<file path="src/logic/spd_cfg.svh">
// Constants for the serial programming and debug slave
`ifndef SPD_CFG_SVH
`define SPD_CFG_SVH
`define SPD_CMD_BITS 8
`define SPD_ADDR_BITS 16
`define SPD_WORD_BITS 16
`define SPD_FIFO_DEPTH 8
`define SPD_CMD_READ 8'h03
`define SPD_CMD_WRITE 8'h02
`define SPD_CMD_LAST 4'h7
`define SPD_WORD_LAST 4'hF
`define SPD_CNT_ZERO 4'h0
`define SPD_CNT_STEP 4'h1
`define SPD_ADDR_STEP 16'h0001
`define SPD_SYNC_CLK 0
`define SPD_SYNC_CS 1
`define SPD_SYNC_MOSI 2
`define SPD_SYNC_W 3
`define SPD_SYNC_RST 3'h2
`endif

</file>
<file path="src/logic/spd_pkg.sv">
// Types of the serial programming and debug slave
`default_nettype none
package spd_pkg;
  typedef enum logic [2:0] {
    SPD_IDLE,
    SPD_CMD,
    SPD_ADDR,
    SPD_WDATA,
    SPD_RDATA,
    SPD_IGNORE
  } spd_state_e;
endpackage
`default_nettype wire

</file>
<file path="src/logic/spd_fifo.sv">
// Word FIFO with registered show-ahead output
`default_nettype none
module spd_fifo #(
  parameter int W = 32,
  parameter int DEPTH = 8
) (
  input wire logic clk_i,
  input wire logic rstn_i,
  input wire logic in_valid_i,
  output logic in_ready_o,
  input wire logic [W-1:0] in_data_i,
  output logic out_valid_o,
  input wire logic out_ready_i,
  output logic [W-1:0] out_data_o
);
  localparam int AW = (DEPTH > 1) ? $clog2(DEPTH) : 1;
  localparam int CW = $clog2(DEPTH + 1);
  localparam logic [CW-1:0] FULL = CW'(DEPTH);
  localparam logic [AW-1:0] LAST = AW'(DEPTH - 1);
  localparam logic [CW-1:0] SHOW_FULL = CW'(DEPTH - 1);

  logic [W-1:0] mem [DEPTH];
  logic [AW-1:0] wptr;
  logic [AW-1:0] rptr;
  logic [CW-1:0] count;
  logic push;
  logic pop;

  ////////////////////////////////////////////////////////////////////////
  // Handshake terms
  // Room counts the show-ahead register too, so DEPTH words in total
  assign in_ready_o = out_valid_o ? (count < SHOW_FULL) : (count != FULL);
  assign push = in_valid_i && in_ready_o;
  assign pop = (count != '0) && (!out_valid_o || out_ready_i);

  // Storage array
  always_ff @(posedge clk_i) begin
    if (push) begin
      mem[wptr] <= in_data_i;
    end
  end

  // Pointers and fill level
  always_ff @(posedge clk_i) begin
    if (!rstn_i) begin
      wptr <= '0;
      rptr <= '0;
      count <= '0;
    end else begin
      if (push) begin
        wptr <= (wptr == LAST) ? '0 : wptr + AW'(1);
      end
      if (pop) begin
        rptr <= (rptr == LAST) ? '0 : rptr + AW'(1);
      end
      if (push && !pop) begin
        count <= count + CW'(1);
      end else if (pop && !push) begin
        count <= count - CW'(1);
      end
    end
  end

  // Output register
  always_ff @(posedge clk_i) begin
    if (!rstn_i) begin
      out_valid_o <= 1'b0;
      out_data_o <= '0;
    end else if (pop) begin
      out_valid_o <= 1'b1;
      out_data_o <= mem[rptr];
    end else if (out_ready_i) begin
      out_valid_o <= 1'b0;
    end
  end
endmodule
`default_nettype wire

</file>
<file path="src/logic/spd_slave.sv">
// Serial programming and debug slave port
`include "spd_cfg.svh"
`default_nettype none
// Contract
// - Select low, then eight command bits
// - Sixteen address bits give first location
// - Sixteen-bit data words in or out
// - Select low throughout; high ends transaction
// - Input sampled on serial clock rise
// - Output changes on serial clock fall
// - Each further sixteen clocks, address increments
// - Deselected output driven: halted high, running low
// - Works with processor running or halted
module spd_slave #(
  parameter logic [`SPD_CMD_BITS-1:0] CMD_READ = `SPD_CMD_READ,
  parameter logic [`SPD_CMD_BITS-1:0] CMD_WRITE = `SPD_CMD_WRITE,
  parameter int FIFO_DEPTH = `SPD_FIFO_DEPTH
) (
  input wire logic clk_i,
  input wire logic rstn_i,
  input wire logic spi_clk_i,
  input wire logic spi_cs_n_i,
  input wire logic spi_mosi_i,
  output logic spi_miso_o,
  input wire logic cpu_halted_i,
  output logic wr_valid_o,
  input wire logic wr_ready_i,
  output logic [`SPD_ADDR_BITS-1:0] wr_addr_o,
  output logic [`SPD_WORD_BITS-1:0] wr_data_o,
  output logic rd_req_o,
  output logic [`SPD_ADDR_BITS-1:0] rd_addr_o,
  input wire logic rd_valid_i,
  input wire logic [`SPD_WORD_BITS-1:0] rd_data_i,
  output logic wr_overrun_o,
  output logic busy_o
);
  localparam int FW = `SPD_ADDR_BITS + `SPD_WORD_BITS;
  localparam logic [`SPD_SYNC_W-1:0] SYNC_RST = `SPD_SYNC_RST;

  logic [`SPD_SYNC_W-1:0] sync1;
  logic [`SPD_SYNC_W-1:0] sync2;
  logic sclk_prev;
  logic sclk_rise;
  logic sclk_fall;
  logic cs_high;
  logic mosi;
  spd_pkg::spd_state_e state;
  logic [3:0] bitcnt;
  logic [`SPD_WORD_BITS-1:0] shift_in;
  logic [`SPD_WORD_BITS-1:0] next_word;
  logic [`SPD_WORD_BITS-1:0] shift_out;
  logic [`SPD_WORD_BITS-1:0] rd_buf;
  logic [`SPD_ADDR_BITS-1:0] addr;
  logic field_done;
  logic push;
  logic push_ready;
  logic [FW-1:0] push_data;
  logic [FW-1:0] fifo_dout;

  ////////////////////////////////////////////////////////////////////////
  // Two-stage synchronisers for the serial pins
  generate
    for (genvar i = 0; i < `SPD_SYNC_W; i++) begin : g_sync
      always_ff @(posedge clk_i) begin
        if (!rstn_i) begin
          sync1[i] <= SYNC_RST[i];
          sync2[i] <= SYNC_RST[i];
        end else begin
          sync1[i] <= (i == `SPD_SYNC_CLK) ? spi_clk_i :
                      (i == `SPD_SYNC_CS) ? spi_cs_n_i : spi_mosi_i;
          sync2[i] <= sync1[i];
        end
      end
    end
  endgenerate

  // Serial clock edge finder, looking only at the second stage
  always_ff @(posedge clk_i) begin
    if (!rstn_i) begin
      sclk_prev <= 1'b0;
    end else begin
      sclk_prev <= sync2[`SPD_SYNC_CLK];
    end
  end

  // The master owns the clock; the port only watches it
  assign sclk_rise = sync2[`SPD_SYNC_CLK] && !sclk_prev;
  assign sclk_fall = !sync2[`SPD_SYNC_CLK] && sclk_prev;
  assign cs_high = sync2[`SPD_SYNC_CS];
  assign mosi = sync2[`SPD_SYNC_MOSI];
  assign next_word = {shift_in[`SPD_WORD_BITS-2:0], mosi};
  assign field_done = (state == spd_pkg::SPD_CMD) ? (bitcnt == `SPD_CMD_LAST) :
                      (bitcnt == `SPD_WORD_LAST);

  ////////////////////////////////////////////////////////////////////////
  // Transaction sequencer; a high select holds it in reset
  always_ff @(posedge clk_i) begin
    if (!rstn_i) begin
      state <= spd_pkg::SPD_IDLE;
    end else if (cs_high) begin
      state <= spd_pkg::SPD_IDLE;
    end else begin
      unique case (state)
        spd_pkg::SPD_IDLE: begin
          state <= spd_pkg::SPD_CMD;
        end
        spd_pkg::SPD_CMD: begin
          if (sclk_rise && field_done) begin
            if (next_word[`SPD_CMD_BITS-1:0] == CMD_READ) begin
              state <= spd_pkg::SPD_ADDR;
            end else if (next_word[`SPD_CMD_BITS-1:0] == CMD_WRITE) begin
              state <= spd_pkg::SPD_ADDR;
            end else begin
              state <= spd_pkg::SPD_IGNORE;
            end
          end
        end
        spd_pkg::SPD_ADDR: begin
          if (sclk_rise && field_done) begin
            state <= (shift_out[0]) ? spd_pkg::SPD_RDATA : spd_pkg::SPD_WDATA;
          end
        end
        spd_pkg::SPD_WDATA: begin
          state <= spd_pkg::SPD_WDATA;
        end
        spd_pkg::SPD_RDATA: begin
          state <= spd_pkg::SPD_RDATA;
        end
        spd_pkg::SPD_IGNORE: begin
          state <= spd_pkg::SPD_IGNORE;
        end
      endcase
    end
  end

  // Input shifter and bit counter, sampled on the rising edge
  always_ff @(posedge clk_i) begin
    if (!rstn_i || cs_high) begin
      shift_in <= '0;
      bitcnt <= `SPD_CNT_ZERO;
    end else if (sclk_rise && state != spd_pkg::SPD_IDLE) begin
      shift_in <= next_word;
      bitcnt <= field_done ? `SPD_CNT_ZERO : bitcnt + `SPD_CNT_STEP;
    end
  end

  // Address register: loaded after the address field, then stepped per word
  always_ff @(posedge clk_i) begin
    if (!rstn_i) begin
      addr <= '0;
    end else if (sclk_rise && field_done && state == spd_pkg::SPD_ADDR) begin
      addr <= next_word;
    end else if (push) begin
      addr <= addr + `SPD_ADDR_STEP;
    end else if (sclk_fall && state == spd_pkg::SPD_RDATA && bitcnt == `SPD_CNT_ZERO) begin
      addr <= addr + `SPD_ADDR_STEP;
    end
  end

  ////////////////////////////////////////////////////////////////////////
  // Write path: each completed word that finds room goes into the FIFO with its address
  assign push = sclk_rise && field_done && state == spd_pkg::SPD_WDATA && !cs_high;
  assign push_data = {addr, next_word};

  spd_fifo #(
    .W(FW),
    .DEPTH(FIFO_DEPTH)
  ) u_fifo (
    .clk_i(clk_i),
    .rstn_i(rstn_i),
    .in_valid_i(push),
    .in_ready_o(push_ready),
    .in_data_i(push_data),
    .out_valid_o(wr_valid_o),
    .out_ready_i(wr_ready_i),
    .out_data_o(fifo_dout)
  );

  assign wr_addr_o = fifo_dout[FW-1:`SPD_WORD_BITS];
  assign wr_data_o = fifo_dout[`SPD_WORD_BITS-1:0];

  // A word that finds the FIFO full is dropped and flagged
  always_ff @(posedge clk_i) begin
    if (!rstn_i) begin
      wr_overrun_o <= 1'b0;
    end else if (push && !push_ready) begin
      wr_overrun_o <= 1'b1;
    end else if (state == spd_pkg::SPD_IDLE && !cs_high) begin
      wr_overrun_o <= 1'b0;
    end
  end

  ////////////////////////////////////////////////////////////////////////
  // Read requests: one after the address, one ahead of each next word
  always_ff @(posedge clk_i) begin
    if (!rstn_i) begin
      rd_req_o <= 1'b0;
      rd_addr_o <= '0;
    end else if (!cs_high && sclk_rise && field_done && state == spd_pkg::SPD_ADDR &&
                 shift_out[0]) begin
      rd_req_o <= 1'b1;
      rd_addr_o <= next_word;
    end else if (!cs_high && sclk_fall && state == spd_pkg::SPD_RDATA &&
                 bitcnt == `SPD_CNT_ZERO) begin
      rd_req_o <= 1'b1;
      rd_addr_o <= addr + `SPD_ADDR_STEP;
    end else begin
      rd_req_o <= 1'b0;
    end
  end

  // Prefetched read word; independent of processor run state
  always_ff @(posedge clk_i) begin
    if (!rstn_i) begin
      rd_buf <= '0;
    end else if (rd_valid_i) begin
      rd_buf <= rd_data_i;
    end
  end

  // Output shifter; bit 0 also remembers a read command during the address
  always_ff @(posedge clk_i) begin
    if (!rstn_i || cs_high) begin
      shift_out <= '0;
    end else if (state == spd_pkg::SPD_CMD && sclk_rise && field_done) begin
      shift_out <= {{(`SPD_WORD_BITS-1){1'b0}}, next_word[`SPD_CMD_BITS-1:0] == CMD_READ};
    end else if (state == spd_pkg::SPD_RDATA && sclk_fall) begin
      if (bitcnt == `SPD_CNT_ZERO) begin
        shift_out <= {rd_buf[`SPD_WORD_BITS-2:0], 1'b0};
      end else begin
        shift_out <= {shift_out[`SPD_WORD_BITS-2:0], 1'b0};
      end
    end
  end

  // Serial output: run state while deselected, data on falling edges
  always_ff @(posedge clk_i) begin
    if (!rstn_i) begin
      spi_miso_o <= 1'b0;
    end else if (cs_high) begin
      spi_miso_o <= cpu_halted_i;
    end else if (state == spd_pkg::SPD_RDATA && sclk_fall) begin
      spi_miso_o <= (bitcnt == `SPD_CNT_ZERO) ? rd_buf[`SPD_WORD_BITS-1] :
                    shift_out[`SPD_WORD_BITS-1];
    end else if (state != spd_pkg::SPD_RDATA) begin
      spi_miso_o <= 1'b0;
    end
  end

  // Busy while a transaction is open
  always_ff @(posedge clk_i) begin
    if (!rstn_i) begin
      busy_o <= 1'b0;
    end else begin
      busy_o <= !cs_high;
    end
  end
endmodule
`default_nettype wire

</file>
<file path="config.mk">
export PLATFORM = sky130hd
export DESIGN_NAME = spd_slave
export DESIGN_NICKNAME = d
export VERILOG_FILES = /design/src/logic/spd_pkg.sv /design/src/logic/spd_fifo.sv /design/src/logic/spd_slave.sv
export VERILOG_INCLUDE_DIRS = /design/src /design/src/logic
export SDC_FILE = /design/constraint.sdc
export NUM_CORES = 1
export LEC_CHECK = 0
export BUFFER_PORTS_ARGS = -buffer_cell sky130_fd_sc_hd__buf_4
export CORE_AREA = 2 2 191 193
export DETAILED_ROUTE_END_ITERATION = 8
export DIE_AREA = 0 0 193 195
export PLACE_DENSITY = 0.74
export SYNTH_ARGS = -nofsm -noshare
export SYNTH_HDL_FRONTEND = slang
export SYNTH_SLANG_ARGS = --single-unit
</file>
<file path="constraint.sdc">
create_clock -name clk_i -period 4.5 [get_ports clk_i]
set_input_delay 0.45 -clock clk_i [delete_from_list [all_inputs] [get_ports clk_i]]
set_output_delay 0.45 -clock clk_i [all_outputs]
set_load 0.01 [all_outputs]
</file>
== Word-level counts from Yosys, hierarchy flattened ==
Memory sizes are Yosys's and may differ from the RTL's. A register that Yosys moved wholly into a read port is not among the register bits.
Cells that the tools add are included.

* Output and inout port bits: 53
* Input bits: 24
* Bits in read-only memories: 0
* Latch bits: 0
* Memories: 1
* Register bits: 108
* RAM bits: 256
* Logic and storage cells: 129

{| class="wikitable"
|+ Memories
! name !! depth !! bits a word !! rd ports !! clocked after Yosys merged registers in !! write ports !! line !! text
|-
| u_fifo.mem || 8 || 32 || 1 || 1 || 1 || spd_fifo.sv:22 || <nowiki>logic [W-1:0] mem [DEPTH];</nowiki>
|}

* Bitwise gates (word level): 1
* $add $sub $neg: 6
* Order comparisons: 1
* Reduce and logical (&&, ||, !) cells: 49
* Mux-type cells: 33
* Multiply operators: 0
* Shifts and indexed selects: 0
* Equal/unequal tests: 15
* Div/mod/pow operators: 0

{| class="wikitable"
|+ Operator list
! kind !! count
|-
| 2-to-1 mux 16 bit || 6
|-
| logical AND 1 bit || 24
|-
| 2-to-1 mux 3 bit || 7
|-
| one-hot mux 3 bit (6 select lines) || 1
|-
| adder 16 x 1 -> 16 bit (second input constant) || 1
|-
| equality test 8 x 2 -> 1 bit (second input constant) || 2
|-
| 2-to-1 mux 1 bit || 16
|-
| equality test 3 bit (second input constant) || 4
|-
| 2-to-1 mux 4 bit || 3
|-
| nonzero test 2 bit || 5
|-
| logical NOT 1 bit || 9
|-
| nonzero test 3 bit || 3
|-
| adder 4 x 1 -> 4 bit (second input constant) || 2
|-
| adder 3 x 1 -> 3 bit (second input constant) || 2
|-
| equality test 3 x 2 -> 1 bit (second input constant) || 2
|-
| equality test 4 x 3 -> 1 bit (second input constant) || 1
|-
| equality test 4 bit (second input constant) || 1
|-
| logical NOT 4 bit || 1
|-
| < comparator 4 x 3 -> 1 bit (second input constant) || 1
|-
| inequality test 2 bit (second input constant) || 2
|-
| inequality test 4 bit (second input constant) || 1
|-
| nonzero test 4 bit || 1
|-
| OR reduction 2 bit || 2
|-
| subtractor 4 x 1 -> 4 bit (second input constant) || 1
|-
| 6 further kinds || 7
|}

== Depth between registers and ports, before layout ==
* Depth after elaboration: 10
* Gate-level depth with buffers: 13
* Mapped depth without buffers: 12

== Cells and area by module ==
From an unflattened synthesis, not the netlist that was laid out.

* Cells, all modules: 1100
* Area total of the unflattened synthesis: 15695.1 um^2

{| class="wikitable"
|+ By module, submodules not included
! module !! instances !! cells an instance !! seq. area each (um^2) !! area an instance (um^2)
|-
| spd_fifo || 1 || 592 || 8548.2 || 11239.5
|-
| spd_slave || 1 || 508 || 1941.9 || 4455.5
|}

== Worst setup path before layout ==
No wires, ideal clock.

* Kind: flip-flop to flip-flop
* From: reg bitcnt[0]
* To: mem u_fifo.mem[0][0], enable pin
* Arrival time: 4.265 ns
* Slack: -0.266 ns
* Clock period less this slack: 4.766 ns
* Data required time: 3.999 ns
* Setup time: 0.501 ns
* Cell stages (with the launch flop): 7
* Cells stage by stage: dfxtp_1 > ha_1 > nand4b_2 > buf_6 > nor2_1 > nand3_1 > nor4_1

* Longest elaborated chain between the ends: 8
* Elaborated cells on any way between the ends: 9

{| class="wikitable"
|+ RTL lines
! item !! line !! text
|-
| start, declared || spd_slave.sv:48 || <nowiki>logic [3:0] bitcnt;</nowiki>
|-
| start signal, assigned || spd_slave.sv:140 || <nowiki>bitcnt <= `SPD_CNT_ZERO;</nowiki>
|-
| start signal, assigned || spd_slave.sv:143 || <nowiki>bitcnt <= field_done ? `SPD_CNT_ZERO : bitcnt + `SPD_CNT_STEP;</nowiki>
|-
| equality test 4 bit (no source line) / equality test 4 x 3 -> 1 bit (equally long branches) || -- ||
|-
| 2-to-1 mux 1 bit (*) || spd_slave.sv:92 || <nowiki>assign field_done = (state == spd_pkg::SPD_CMD) ? (bitcnt == `SPD_CMD_LAST) :</nowiki>
|-
| logical AND 1 bit (*) (3 in a row) || spd_slave.sv:162 || <nowiki>assign push = sclk_rise && field_done && state == spd_pkg::SPD_WDATA && !cs_high;</nowiki>
|-
| logical AND 1 bit (*) || spd_fifo.sv:33 || <nowiki>assign push = in_valid_i && in_ready_o;</nowiki>
|-
| 2-to-1 mux 1 bit (*) || spd_fifo.sv:38 || <nowiki>if (push) begin</nowiki>
|-
| 2-to-1 mux 1 bit (not written as such) (*) || spd_fifo.sv:39 || <nowiki>mem[wptr] <= in_data_i;</nowiki>
|-
| end, declared || spd_fifo.sv:22 ||
|}

Mark *: on every way between the ends. The rest lies on a longest branch, timed or not.

== Final worst setup path ==
* From: reg bitcnt[0]
* To: reg u_fifo.count[3]

* Longest elaborated chain between the ends: 9
* Elaborated cells on any way between the ends: 12

{| class="wikitable"
|+ RTL lines
! item !! line !! text
|-
| equality test 4 bit (no source line) / equality test 4 x 3 -> 1 bit (equally long branches) || -- ||
|-
| 2-to-1 mux 1 bit (*) || spd_slave.sv:92 ||
|-
| logical AND 1 bit (*) (3 in a row) || spd_slave.sv:162 ||
|-
| logical AND 1 bit (*) || spd_fifo.sv:33 ||
|-
| named net u_fifo.push || spd_fifo.sv:26 || <nowiki>logic push;</nowiki>
|-
| logical NOT 1 bit || spd_fifo.sv:58 || <nowiki>end else if (pop && !push) begin</nowiki>
|-
| logical AND 1 bit || spd_fifo.sv:58 ||
|-
| nonzero test 2 bit (no source line) || -- ||
|-
| end signal, assigned || spd_fifo.sv:57 || <nowiki>count <= count + CW'(1);</nowiki>
|-
| end signal, assigned || spd_fifo.sv:59 || <nowiki>count <= count - CW'(1);</nowiki>
|-
| end, declared || spd_fifo.sv:25 || <nowiki>logic [CW-1:0] count;</nowiki>
|}

The timed path passes the listed nets; every way through them passes the cells marked *.
A chain may end at the register's enable or synchronous reset.

==> flow_metrics.tcl <==
set metrics [dict create \
    cts_buffers 40 \
    worst_slack_ps 1355 \
    hpwl_um 20710 \
    cp_max_fo 11 \
    synthesis.area_sq_mm 0.01587 \
    first_global_vias 9402 \
    antenna_found_initial 0 \
    drive_above_1_share 0.2088 \
    routed_wl_um 33990 \
    fill_cells 2950 \
    ys_ff_latch 396 \
    fin_skew_ps 22.73 \
    fin_area_sq_mm 0.01816 \
    syn_inst 1085 \
    syn-num-nets 1120 \
    critical_path_required_ps 4960 \
    antenna_left 0 \
    drv_cap 0 \
    tritoncts "yes" \
    die-area_sq_mm 0.03764 \
    synth_flop_cell "edfxtp_1" \
    drc 0 \
    multi_input_area_sq_mm 0.005037 \
    cts_buffer_depth 3 \
    holdBufCountCts 0 \
    rows 69 \
    die_h_um 195 \
    arrival_ps 3600 \
    ir_worst_vdd_uv 330.4 \
    grt_usage 0.1838 \
    grt_pass1_wl_um 53230 \
    cp-end-kind "flop" \
    critPathKind "flop to flop" \
    setup_viol 0 \
    finalNetCount 1186 \
    crit_path_top_delay_cell "dfxtp_1" \
    crit_path_max_incr_delay_ps 390 \
    wire_per_inst_um 20.68 \
    synth_seq_area_share 0.6611 \
    ys_types 74 \
    seq_area_sq_mm 0.01050 \
    finalCritPeriodShare 0.6988 \
    drv_slew 0 \
    start_util 0.4483 \
    yosysWarnings 0 \
    post_cts_buffers 0 \
    dr_total_vias 9492 \
    min_path_type "primary input to flop" \
    clk_latency_ps 550 \
    dp_slack_ps 1407 \
    synth_edf_count 256 \
    grt_setup_unrepaired "no" \
    cp_num_buf_inv 2 \
    clk_pin_slew_ps 60 \
    avgViaCountPerCell 5.774 \
    start_kind "flop" \
    drt_iter0_drc 1060 \
    relSlewSlack 0.2617 \
    crit_chain "ha_1 > nand4b_2 > nor2_1 > nand3_1 > inv_1 > ha_1 > inv_1 > ha_1 > a21o_1 > a21oi_1 > mux2i_1 > mux2i_1" \
    tightest_slew_ps 1103 \
    ctsRootBufferMaster "clkbuf_16" \
    ctsResizeCount 0 \
    cpLargestDelayFamily "simple AND/OR/NAND/NOR gates" \
    die_w_um 193 \
    synth.most_common_cell "edfxtp_1" \
    synthTopCellsByCount "edfxtp_1, dfxtp_1, mux2i_1" \
    diodes 0 \
    overflow 0 \
    grt_max_degree 86 \
    synth.area.top_cells "edfxtp_1, dfxtp_1, mux4_2, mux2i_1, a21oi_1" \
    async_flop_share 0 \
    synth_top_cell_area_share 0.4845 \
    htree_levels 2 \
    power_density_mw_per_mm2 474.9 \
    gp_congestion 0.8592 \
    pin_count 77 \
    fmaxAchievable_mhz 318.0 \
    place_area_sq_mm 0.01686 \
    status "completed" \
    core_region_area_sq_mm 0.03540 \
    cts_sinks 396 \
    finalCriticalPeriod_ps 3145 \
    setup_tns_ps 0 \
    syn_avg_cell_area_sq_um 14.62 \
    yosysTopAreaCell "edfxtp_1" \
    io_buffers 76 \
    area_growth_pct 14.44 \
    cpMostUsedCell "ha_1" \
    hold_slack_ps 106.3 \
    first_pass_iters 5 \
    hold_violations 0 \
    p_leak_nw 5.706 \
]
## area by class of cell
class | instances | area share
well taps | 461 | 0.03176
multi-input cells | 606 | 0.2774
repair buffers | 94 | 0.03886
clock buffers | 60 | 0.06553
inverters | 13 | 0.002687
clock inverters | 14 | 0.005719
flip-flops and latches | 396 | 0.5780
## power by group
group / internal, mW / switching (mW)
registers: 3.99 / 0.234
logic: 0.597 / 0.616
clock network: 1.84 / 1.34
## cell families after synthesis
kind of cell,Yosys count,share of synthesized area
and+or+nand+nor,257,0.08406
AOI/OAI and AO/OA,182,0.07199
buffers and inverters,83,0.02594
xor gates and xnor gates,16,0.008832
DFF,396,0.6611
muxes,140,0.1389
adders and majority gates,11,0.009147
## worst paths after layout
kind	from	endpoint	slack, ps	cells after the start
setup reg to reg	bitcnt[0]	u_fifo.count[3]	1360	12
hold reg to reg	sync1[1]	cs_high	410	1
hold / removal	spi_cs_n_i	sync1[1]	110	2
setup / recovery	bitcnt[0]	u_fifo.count[3]	1360	12
## through the flow
step             util  std cells  total power, mW
6_report       0.5130       1644            8.623
5_1_grt        0.5130       1644            8.989
4_1_cts        0.5130       1644            8.728
3_5_place_dp   0.4765       1570            5.548
3_3_place_gp   0.4765       1570            5.525
2_1_floorplan       -       1085            5.108
## placed cells by master, fill, tap and decap left out, types with 7 or more instances in the layout
cell type  synthesis  routed
edfxtp_1         256     256
dfxtp_1          140     137
buf_4              6      94
mux2i_1           74      74
nand2_1           72      72
a21oi_1           64      64
mux4_2            64      64
nor2_1            57      54
clkbuf_16          0      43
o21ai_0           39      39
nand3_1           31      31
nor3_1            21      17
a211oi_1          16      16
xnor2_1           13      13
inv_1             12      12
nand4_1           12      12
clkbuf_1          30      12
o32ai_1           10      10
ha_1              10      10
a22oi_1            8       8
nand2b_1           8       8
o211ai_1           8       8
o221ai_1           8       8
nor4_1             8       7
and3_1             7       7
## worst reg2reg max path: stages (launching register included)
cell and delay, ps:
dfxtp_1 390, ha_1 260, nand4b_2 330, nor2_1 320, nand3_1 290, inv_1 140, ha_1 170, inv_1 100
ha_1 290, a21o_1 180, a21oi_1 170, mux2i_1 250, mux2i_1 200
## metal layers
layer / share of wire / vias to the layer above / global-route usage
li1: - / 4333 / -
met1: 0.42 / 4717 / 0.2514
met2: 0.48 / 367 / 0.2940
met3: 0.073 / 75 / 0.03613
met4: 0.032 / 0 / 0.06341
met5: 0 / - / 0
## sequential cells by signal (all words and copies together), names as in the netlist, 4 cells and up
register and count:
addr 16, shift_in 15, rd_buf 16, u_fifo.out_data_o 32, rd_addr_o 16, u_fifo.mem 256, u_fifo.count 4, shift_out 16
bitcnt 4
Power figures use the tool's default switching activity.
